`config.mk`:
```
export PLATFORM = sky130hd
export DESIGN_NAME = dovt_source
export DESIGN_NICKNAME = d
export VERILOG_FILES = /design/src/dovt_raster.v /design/src/dovt_source.v
export VERILOG_INCLUDE_DIRS = /design/src
export SDC_FILE = /design/constraint.sdc
export NUM_CORES = 1
export LEC_CHECK = 0
export BUFFER_PORTS_ARGS = -buffer_cell sky130_fd_sc_hd__buf_2
export CAP_MARGIN = 20
export CORE_MARGIN = 3
export CORE_UTILIZATION = 28
export CTS_CLUSTER_DIAMETER = 60
export DETAILED_ROUTE_END_ITERATION = 10
export PLACE_DENSITY_LB_ADDON = 0.25
export SYNTH_ARGS = -nofsm -noshare
export SYNTH_HDL_FRONTEND = slang
export SYNTH_SLANG_ARGS = --single-unit
```
`constraint.sdc`:
```
create_clock -name clk -period 4.5 [get_ports clk]
set_clock_uncertainty 0.2 [all_clocks]
set_input_delay 1.125 -clock clk [delete_from_list [all_inputs] [get_ports clk]]
set_output_delay 1.125 -clock clk [all_outputs]
set_load 0.05 [all_outputs]
```
`src/dovt_regs.vh`:
```
// Purpose : constants for the data-enable-only video timing source
// Assumes : included by every design file of the block
// Notes   : times are in clk cycles unless named otherwise
`ifndef DOVT_REGS_VH
`define DOVT_REGS_VH

// ==========================================================
// clocking
`define DOVT_CLK_MHZ          200
`define DOVT_PIX_DIV          3
`define DOVT_PIX_MIN_MHZ      60
`define DOVT_PIX_MAX_MHZ      80

// ==========================================================
// line timing, in pixel clocks
`define DOVT_H_ACTIVE         11'h3C0
`define DOVT_H_TOTAL_MIN      11'h406
`define DOVT_H_TOTAL_TYP      11'h44C
`define DOVT_H_TOTAL_MAX      11'h52D
`define DOVT_H_BLANK_MIN      11'h046
`define DOVT_H_BLANK_MAX      11'h16D

// ==========================================================
// frame timing, in lines
`define DOVT_V_ACTIVE         11'h438
`define DOVT_V_TOTAL_MIN      11'h442
`define DOVT_V_TOTAL_50HZ     11'h4BC
`define DOVT_V_TOTAL_MAX      11'h5C8
`define DOVT_V_BLANK_MIN      11'h00A
`define DOVT_V_BLANK_MAX      11'h190

// ==========================================================
// power sequencing
`define DOVT_SEQ_DELAY_US     1000
`define DOVT_ST_OFF           3'h0
`define DOVT_ST_PWR_UP        3'h1
`define DOVT_ST_LINK_UP       3'h2
`define DOVT_ST_RUN           3'h3
`define DOVT_ST_LIGHT_DN      3'h4
`define DOVT_ST_LINK_DN       3'h5

`endif

```
`src/dovt_raster.v`:
```
// Purpose : horizontal and vertical raster counters for the panel stream
// Assumes : step is a one-cycle pulse once per pixel clock period
// Notes   : totals are clamped and taken only while stopped or at a frame boundary
`timescale 1ns/100ps
`include "dovt_regs.vh"

module dovt_raster #(
  parameter W = 11
) (
  input  wire         clk,
  input  wire         rst_n,
  input  wire         run,
  input  wire         step,
  input  wire [W-1:0] line_total_cycles,
  input  wire [W-1:0] frame_total_lines,
  output reg  [W-1:0] h_cnt,
  output reg  [W-1:0] v_cnt,
  output wire         active
);

  reg [W-1:0] h_total;
  reg [W-1:0] v_total;

  // ==========================================================
  // clamp helper
  function [W-1:0] clamp;
    input [W-1:0] val;
    input [W-1:0] lo;
    input [W-1:0] hi;
    begin
      clamp = (val < lo) ? lo : ((val > hi) ? hi : val);
    end
  endfunction

  // de only inside the active window of an active line
  assign active = run && (h_cnt < `DOVT_H_ACTIVE) && (v_cnt < `DOVT_V_ACTIVE);

  // ==========================================================
  // counters
  always @(posedge clk or negedge rst_n) begin
    if (!rst_n) begin
      // defaults give 50 Hz: 1100 x 1212 at clk/3, inside both limits
      h_cnt   <= 11'h000;
      v_cnt   <= 11'h000;
      h_total <= `DOVT_H_TOTAL_TYP;
      v_total <= `DOVT_V_TOTAL_50HZ;
    end else if (!run) begin
      h_cnt   <= 11'h000;
      v_cnt   <= 11'h000;
      h_total <= clamp(line_total_cycles, `DOVT_H_TOTAL_MIN, `DOVT_H_TOTAL_MAX);
      v_total <= clamp(frame_total_lines, `DOVT_V_TOTAL_MIN, `DOVT_V_TOTAL_MAX);
    end else if (step) begin
      if (h_cnt == h_total - 11'h001) begin
        h_cnt <= 11'h000;
        if (v_cnt == v_total - 11'h001) begin
          v_cnt <= 11'h000;
          // totals change only between frames so the panel sees steady timing
          h_total <= clamp(line_total_cycles, `DOVT_H_TOTAL_MIN, `DOVT_H_TOTAL_MAX);
          v_total <= clamp(frame_total_lines, `DOVT_V_TOTAL_MIN, `DOVT_V_TOTAL_MAX);
        end else begin
          v_cnt <= v_cnt + 11'h001;
        end
      end else begin
        h_cnt <= h_cnt + 11'h001;
      end
    end
  end

endmodule

```
`src/dovt_source.v`:
```
// Purpose : video source driving a 1080-line panel in data-enable-only mode
// Assumes : pixel data comes from logic on clk; panel supply switched by this block
// Notes   : pixel clock is clk divided by PIX_DIV; defaults give 66.7 MHz, 50 Hz
`timescale 1ns/100ps
`include "dovt_regs.vh"

module dovt_source #(
  parameter PIX_DIV          = `DOVT_PIX_DIV,
  parameter SEQ_DELAY_CYCLES = `DOVT_SEQ_DELAY_US * `DOVT_CLK_MHZ,
  parameter CW               = 20
) (
  input  wire        clk,
  input  wire        rst_n,
  input  wire        power_on_req,
  input  wire        format_vesa,
  input  wire [10:0] line_total_cycles,
  input  wire [10:0] frame_total_lines,
  input  wire [7:0]  pixel_red,
  input  wire [7:0]  pixel_green,
  input  wire [7:0]  pixel_blue,
  output reg         pixel_take,
  output reg         panel_power_en,
  output reg         backlight_en,
  output reg         link_oe,
  output reg         pixel_clk,
  output reg         data_enable,
  output reg         hsync,
  output reg         vsync,
  output reg  [7:0]  red,
  output reg  [7:0]  green,
  output reg  [7:0]  blue,
  output reg         link_format_select,
  output reg         frame_start,
  output reg         running
);

  localparam integer  DIV_LAST_I = PIX_DIV - 1;
  localparam integer  DIV_HIGH_I = (PIX_DIV + 1) / 2;
  localparam integer  SEQ_LAST_I = SEQ_DELAY_CYCLES - 1;
  localparam [7:0]    DIV_LAST   = DIV_LAST_I[7:0];
  localparam [7:0]    DIV_HIGH   = DIV_HIGH_I[7:0];
  localparam [7:0]    STEP_AT    = DIV_HIGH - 8'h01;
  localparam [CW-1:0] SEQ_LAST   = SEQ_LAST_I[CW-1:0];

  reg  [7:0]    div_cnt;
  reg  [7:0]    next_div_cnt;
  reg           step;
  reg  [2:0]    state;
  reg  [2:0]    next_state;
  reg  [CW-1:0] wait_cnt;
  reg           wait_clr;
  reg           run;
  wire          wait_done;
  wire [10:0]   h_cnt;
  wire [10:0]   v_cnt;
  wire          active;

  assign wait_done = (wait_cnt == SEQ_LAST);

  // ==========================================================
  // pixel clock divider, from clk only
  // fixed ratio of one steady clock: no spread, so zero deviation
  always @* begin
    next_div_cnt = (div_cnt == DIV_LAST) ? 8'h00 : div_cnt + 8'h01;
  end

  always @(posedge clk or negedge rst_n) begin
    if (!rst_n) begin
      div_cnt <= 8'h00;
      step    <= 1'b0;
    end else begin
      div_cnt <= next_div_cnt;
      // step lands on the falling pixel clock edge so data is stable at rising
      step    <= (next_div_cnt == STEP_AT);
    end
  end

  // ==========================================================
  // raster counters
  dovt_raster #(
    .W (11)
  ) u_raster (
    .clk               (clk),
    .rst_n             (rst_n),
    .run               (run),
    .step              (step),
    .line_total_cycles (line_total_cycles),
    .frame_total_lines (frame_total_lines),
    .h_cnt             (h_cnt),
    .v_cnt             (v_cnt),
    .active            (active)
  );

  // ==========================================================
  // power sequencer
  always @* begin
    next_state = state;
    wait_clr   = 1'b0;
    case (state)
      `DOVT_ST_OFF: begin
        if (power_on_req) begin
          next_state = `DOVT_ST_PWR_UP;
          wait_clr   = 1'b1;
        end
      end
      `DOVT_ST_PWR_UP: begin
        // link stays low until the supply has settled
        if (wait_done) begin
          next_state = `DOVT_ST_LINK_UP;
          wait_clr   = 1'b1;
        end
      end
      `DOVT_ST_LINK_UP: begin
        // backlight waits until the panel shows a valid picture
        if (!power_on_req) begin
          next_state = `DOVT_ST_LINK_DN;
          wait_clr   = 1'b1;
        end else if (wait_done) begin
          next_state = `DOVT_ST_RUN;
        end
      end
      `DOVT_ST_RUN: begin
        if (!power_on_req) begin
          next_state = `DOVT_ST_LIGHT_DN;
          wait_clr   = 1'b1;
        end
      end
      `DOVT_ST_LIGHT_DN: begin
        // backlight is dark before the panel loses its stream
        if (wait_done) begin
          next_state = `DOVT_ST_LINK_DN;
          wait_clr   = 1'b1;
        end
      end
      `DOVT_ST_LINK_DN: begin
        if (wait_done) begin
          next_state = `DOVT_ST_OFF;
        end
      end
      default: begin
        next_state = `DOVT_ST_OFF;
      end
    endcase
  end

  always @(posedge clk or negedge rst_n) begin
    if (!rst_n) begin
      state    <= `DOVT_ST_OFF;
      wait_cnt <= {CW{1'b0}};
    end else begin
      state <= next_state;
      if (wait_clr) begin
        wait_cnt <= {CW{1'b0}};
      end else if (!wait_done) begin
        wait_cnt <= wait_cnt + {{(CW-1){1'b0}}, 1'b1};
      end
    end
  end

  // ==========================================================
  // sequencer outputs
  always @(posedge clk or negedge rst_n) begin
    if (!rst_n) begin
      panel_power_en     <= 1'b0;
      backlight_en       <= 1'b0;
      link_oe            <= 1'b0;
      run                <= 1'b0;
      running            <= 1'b0;
      link_format_select <= 1'b0;
    end else begin
      panel_power_en <= (next_state != `DOVT_ST_OFF);
      backlight_en   <= (next_state == `DOVT_ST_RUN);
      // driven for the whole powered time, never floating
      link_oe        <= (next_state != `DOVT_ST_OFF);
      run            <= (next_state == `DOVT_ST_LINK_UP) || (next_state == `DOVT_ST_RUN) ||
                        (next_state == `DOVT_ST_LIGHT_DN);
      running        <= (next_state == `DOVT_ST_RUN);
      // format pin low while unpowered, else high selects VESA
      link_format_select <= (next_state != `DOVT_ST_OFF) && format_vesa;
    end
  end

  // ==========================================================
  // link pins
  always @(posedge clk or negedge rst_n) begin
    if (!rst_n) begin
      pixel_clk   <= 1'b0;
      data_enable <= 1'b0;
      hsync       <= 1'b0;
      vsync       <= 1'b0;
      red         <= 8'h00;
      green       <= 8'h00;
      blue        <= 8'h00;
      pixel_take  <= 1'b0;
      frame_start <= 1'b0;
    end else begin
      // syncs never toggle: panel frames on data enable alone
      hsync       <= 1'b0;
      vsync       <= 1'b0;
      pixel_clk   <= run && (next_div_cnt < DIV_HIGH);
      pixel_take  <= step && active;
      frame_start <= step && run && (h_cnt == 11'h000) && (v_cnt == 11'h000);
      if (!run) begin
        data_enable <= 1'b0;
        red         <= 8'h00;
        green       <= 8'h00;
        blue        <= 8'h00;
      end else if (step) begin
        // 960 enabled pixels on each of 1080 lines
        data_enable <= active;
        // codes pass unchanged: higher code is brighter
        red         <= active ? pixel_red   : 8'h00;
        green       <= active ? pixel_green : 8'h00;
        blue        <= active ? pixel_blue  : 8'h00;
      end
    end
  end

endmodule

```
==> impl_metrics.py <==
metrics = {
    "sta": {
        "fin_crit_ns": 3.33,
        "setup_ws_ns": 1.17,
        "rsz0062_at_grt": "no",
        "tightest_slew_ns": 0.908,
        "hold_viol": 0,
        "fin_setup_tns_ns": 0,
        "max_freq_mhz": 301,
        "fin_crit_sh_pct": 73.9,
        "setup_viol": 0,
        "max_slew_margin_pct": 39.3,
        "drv_slew": 0,
    },
    "place": {
        "dp_hpwl_mm": 9.73,
        "dp_slack_ns": 1.21,
        "port_buffers": 82,
        "gp_congestion": 0.768,
    },
    "worst_hold_path": {
        "min_path_type": "flop to flop",
        "hold_depth": 1,
    },
    "yosys": {
        "synthAdderAreaFrac_pct": 2.07,
        "yosys.cell_count.top_type": "dfrtp_1",
        "ys_warn_count": 0,
        "yosysUniqueCellTypes": 64,
        "yosys_register_bits": 108,
        "synthXorXnorAreaFrac_pct": 8.07,
        "syn_avg_cell_area_um2": 9.24,
        "yosysTopAreaCellShare_pct": 40.6,
        "synth_common_cells": "dfrtp_1 (98), nand2_1 (85), o21ai_0 (51)",
        "netlist_area_um2": 6040,
        "synthArstFlopShare_pct": 100,
        "ys_seq_area_share_pct": 44.9,
        "synth_compound_area_share_pct": 12.9,
        "muxShareOfSynthArea_pct": 4.04,
        "yosys.area_share.simple_pct": 23.7,
        "synth_top_family_by_area": "simple AND/OR/NAND/NOR gates",
        "ys_top_cells_by_area": "dfrtp_1 (41%), nand2_1 (5.3%), dfstp_2 (4.3%)",
        "synth_edf_count": 0,
        "synth_top_area_cell": "dfrtp_1",
        "ys.flop_type": "dfrtp_1",
        "syn_inst": 654,
    },
    "floorplan": {
        "die_area_um2": 23400,
        "row_count": 53,
        "initial_core_util_pct": 28.7,
        "die_w_um": 153,
        "die_h_um": 153,
        "coreArea_um2": 21100,
        "io_pins": 85,
    },
    "clock_tree": {
        "htree_levels": 3,
        "cts_buffers": 9,
        "hold_buffers": 0,
        "cts_buffer_depth": 2,
        "post-cts-setup-buffers": 0,
        "cts_tree": "built",
        "cts_sinks": 108,
        "cts_resized": 0,
        "clkLatencyLatePin_ns": 0.36,
        "cts-root-buf": "clkbuf_16",
        "clk_pin_slew_worst_paths_ns": 0.09,
    },
    "pwr": {
        "power_frac_comb_pct": 15.9,
        "max-vdd-ir-drop_v": 0.000194,
        "clockPowerShare_pct": 35.4,
        "power_density_nw_per_um2": 324,
        "leakage_nw": 3.27,
        "seq_power_share_pct": 48.7,
        "power_switching_uw": 697,
        "swShare_pct": 30.6,
        "power.internal_mw": 1.58,
    },
    "critical_path": {
        "end_kind": "flop",
        "r2r_cells": 10,
        "startpoint_type": "flop",
        "slowest_delay_ns": 0.70,
        "cp_data_required_time_ns": 4.60,
        "critPathKind": "flop to flop",
        "crit_path_top_delay_cell": "nor2b_1",
        "path_cells": "inv_1, ha_1, nand2b_1, o211a_1, o31ai_1, nand4_1, o31ai_4, buf_4, nor2b_1, a2bb2o_1",
        "worstPathArrival_ns": 3.42,
        "path_max_fanout": 15,
    },
    "layout": {
        "diodes": 0,
        "area_growth_pct": 16.4,
        "nFillCells": 2230,
        "nNetsFinal": 786,
        "drive_gt1_share_pct": 17.5,
    },
    "route": {
        "drt_first_pass_iters": 4,
        "first_iter_violations": 179,
        "drc": 0,
        "vias_per_cell": 4.70,
        "wl_mm": 13.8,
        "post_drt_wl_per_cell_um": 13.7,
        "ant_nets": 0,
        "vias": 4726,
    },
    "job": {
        "maxCapViolCount": 0,
    },
    "status": {
        "status": "complete, no violations",
    },
    "global_route": {
        "grt_pass1_vias": 4657,
        "antenna_found_initial": 0,
        "overflow": 0,
        "grt_usage_pct": 12.1,
        "grt_max_degree": 57,
        "grt_pass1_wl_mm": 23.7,
    },
}
-- registers in the layout, indices dropped and copies added (netlist names) --
name and flops:
u_raster.h_total 11, u_raster.h_cnt 11, green 8, pixel_clk 1, step 1, u_raster.v_cnt 11, frame_start 1, u_raster.v_total 11
link_format_select 1, div_cnt 8, running 1, red 8, blue 8, state 3, wait_cnt 20, run 1
pixel_take 1, data_enable 1, link_oe 1
-- worst max-delay path: cells and delay by family (launching register included) --
family | cells | cell delay, ns
fa+ha+maj | 1 | 0.28
flops | 1 | 0.44
buf+inv | 2 | 0.34
simple gates | 3 | 1.08
compound gates | 4 | 0.92
-- power by group through the flow --
stage                     sequential [mW]  combinational (mW)  clock, mW
final                                1.11               0.363      0.808
after global routing                 1.12               0.409      0.891
after CTS                            1.11               0.368      0.856
after floorplan                      1.14               0.232          0
after global placement               1.13               0.365          0
after detailed placement             1.13               0.366          0
-- through the flow --
step | area [um^2] | util, % | power (mW) | hold slack [ns] | instances
after detailed placement | 6730 | 31.9 | 1.50 | 0.268 | 990
after CTS | 7030 | 33.4 | 2.34 | 0.288 | 1006
after floorplan | 6050 | - | 1.37 | 0.249 | 655
after global routing | 7030 | 33.4 | 2.42 | 0.317 | 1006
final | 7030 | 33.4 | 2.28 | 0.284 | 1006
after global placement | 6730 | 31.9 | 1.49 | 0.259 | 990
-- per-layer routing --
layer | vias to the layer above | wire length (um) | global-route usage, %
li1 | 2392 | - | -
met2 | 80 | 6340 | 19.2
met4 | 0 | 136 | 3.05
met5 | - | 0 | 0
met3 | 10 | 445 | 2.86
met1 | 2244 | 6870 | 16.8
-- logic make-up after synthesis --
logic type | count (synthesis)
XOR/XNOR | 54
buffers and inverters | 61
adder cells (fa/ha/maj) | 10
flip-flops | 108
AO/OA/AOI/OAI | 118
AND/OR/NAND/NOR | 279
other | 1
multiplexers | 23
-- worst paths after layout --
kind / slack [ns] / startpoint / endpoint
max: 1.17 / u_raster.h_total[0]$_DFFE_PN0P_ / u_raster.v_cnt[1]$_DFFE_PN0P_
min reg2reg: 0.28 / data_enable$_DFFE_PN0P_ / data_enable$_DFFE_PN0P_
min in group asynchronous: 0.63 / rst_n / u_raster.h_total[9]$_DFFE_PN0P_
max reg2reg: 1.17 / u_raster.h_total[0]$_DFFE_PN0P_ / u_raster.v_cnt[1]$_DFFE_PN0P_
min: 0.28 / data_enable$_DFFE_PN0P_ / data_enable$_DFFE_PN0P_
max in group asynchronous: 2.71 / rst_n / wait_cnt[16]$_DFFE_PN0P_
-- layout by cell type, fill, tap and decap left out, types with 6 or more instances in the layout --
| cell type | Yosys | routed |
|---|---|---|
| xor2_1 | 23 | 23 |
| a22o_1 | 9 | 9 |
| o21ai_0 | 51 | 50 |
| nor3_1 | 13 | 13 |
| a21oi_1 | 18 | 18 |
| nand2_1 | 85 | 85 |
| nand4_1 | 13 | 13 |
| mux2i_1 | 18 | 18 |
| and3_1 | 16 | 16 |
| dfrtp_1 | 98 | 98 |
| dfstp_2 | 10 | 10 |
| nand2b_1 | 9 | 9 |
| and2_1 | 12 | 12 |
| nor4_1 | 10 | 10 |
| buf_4 | 5 | 6 |
| nor2b_1 | 21 | 20 |
| clkbuf_16 | 0 | 9 |
| ha_1 | 10 | 10 |
| inv_1 | 33 | 33 |
| buf_2 | 6 | 81 |
| nand3_1 | 21 | 21 |
| xnor2_1 | 30 | 30 |
| o21a_1 | 7 | 7 |
| nor2_1 | 48 | 48 |
-- layout make-up --
cell class	count	area, um^2	share of cell area [%]
Multi-Input combinational cell	486	3080	43.8
Sequential cell	108	2720	38.6
Timing Repair Buffer	88	470	6.69
Tap cell	275	344	4.89
Clock buffer	9	225	3.20
Inverter	33	124	1.76
Clock inverter	7	75.1	1.07
Power figures use the tool's default switching activity.
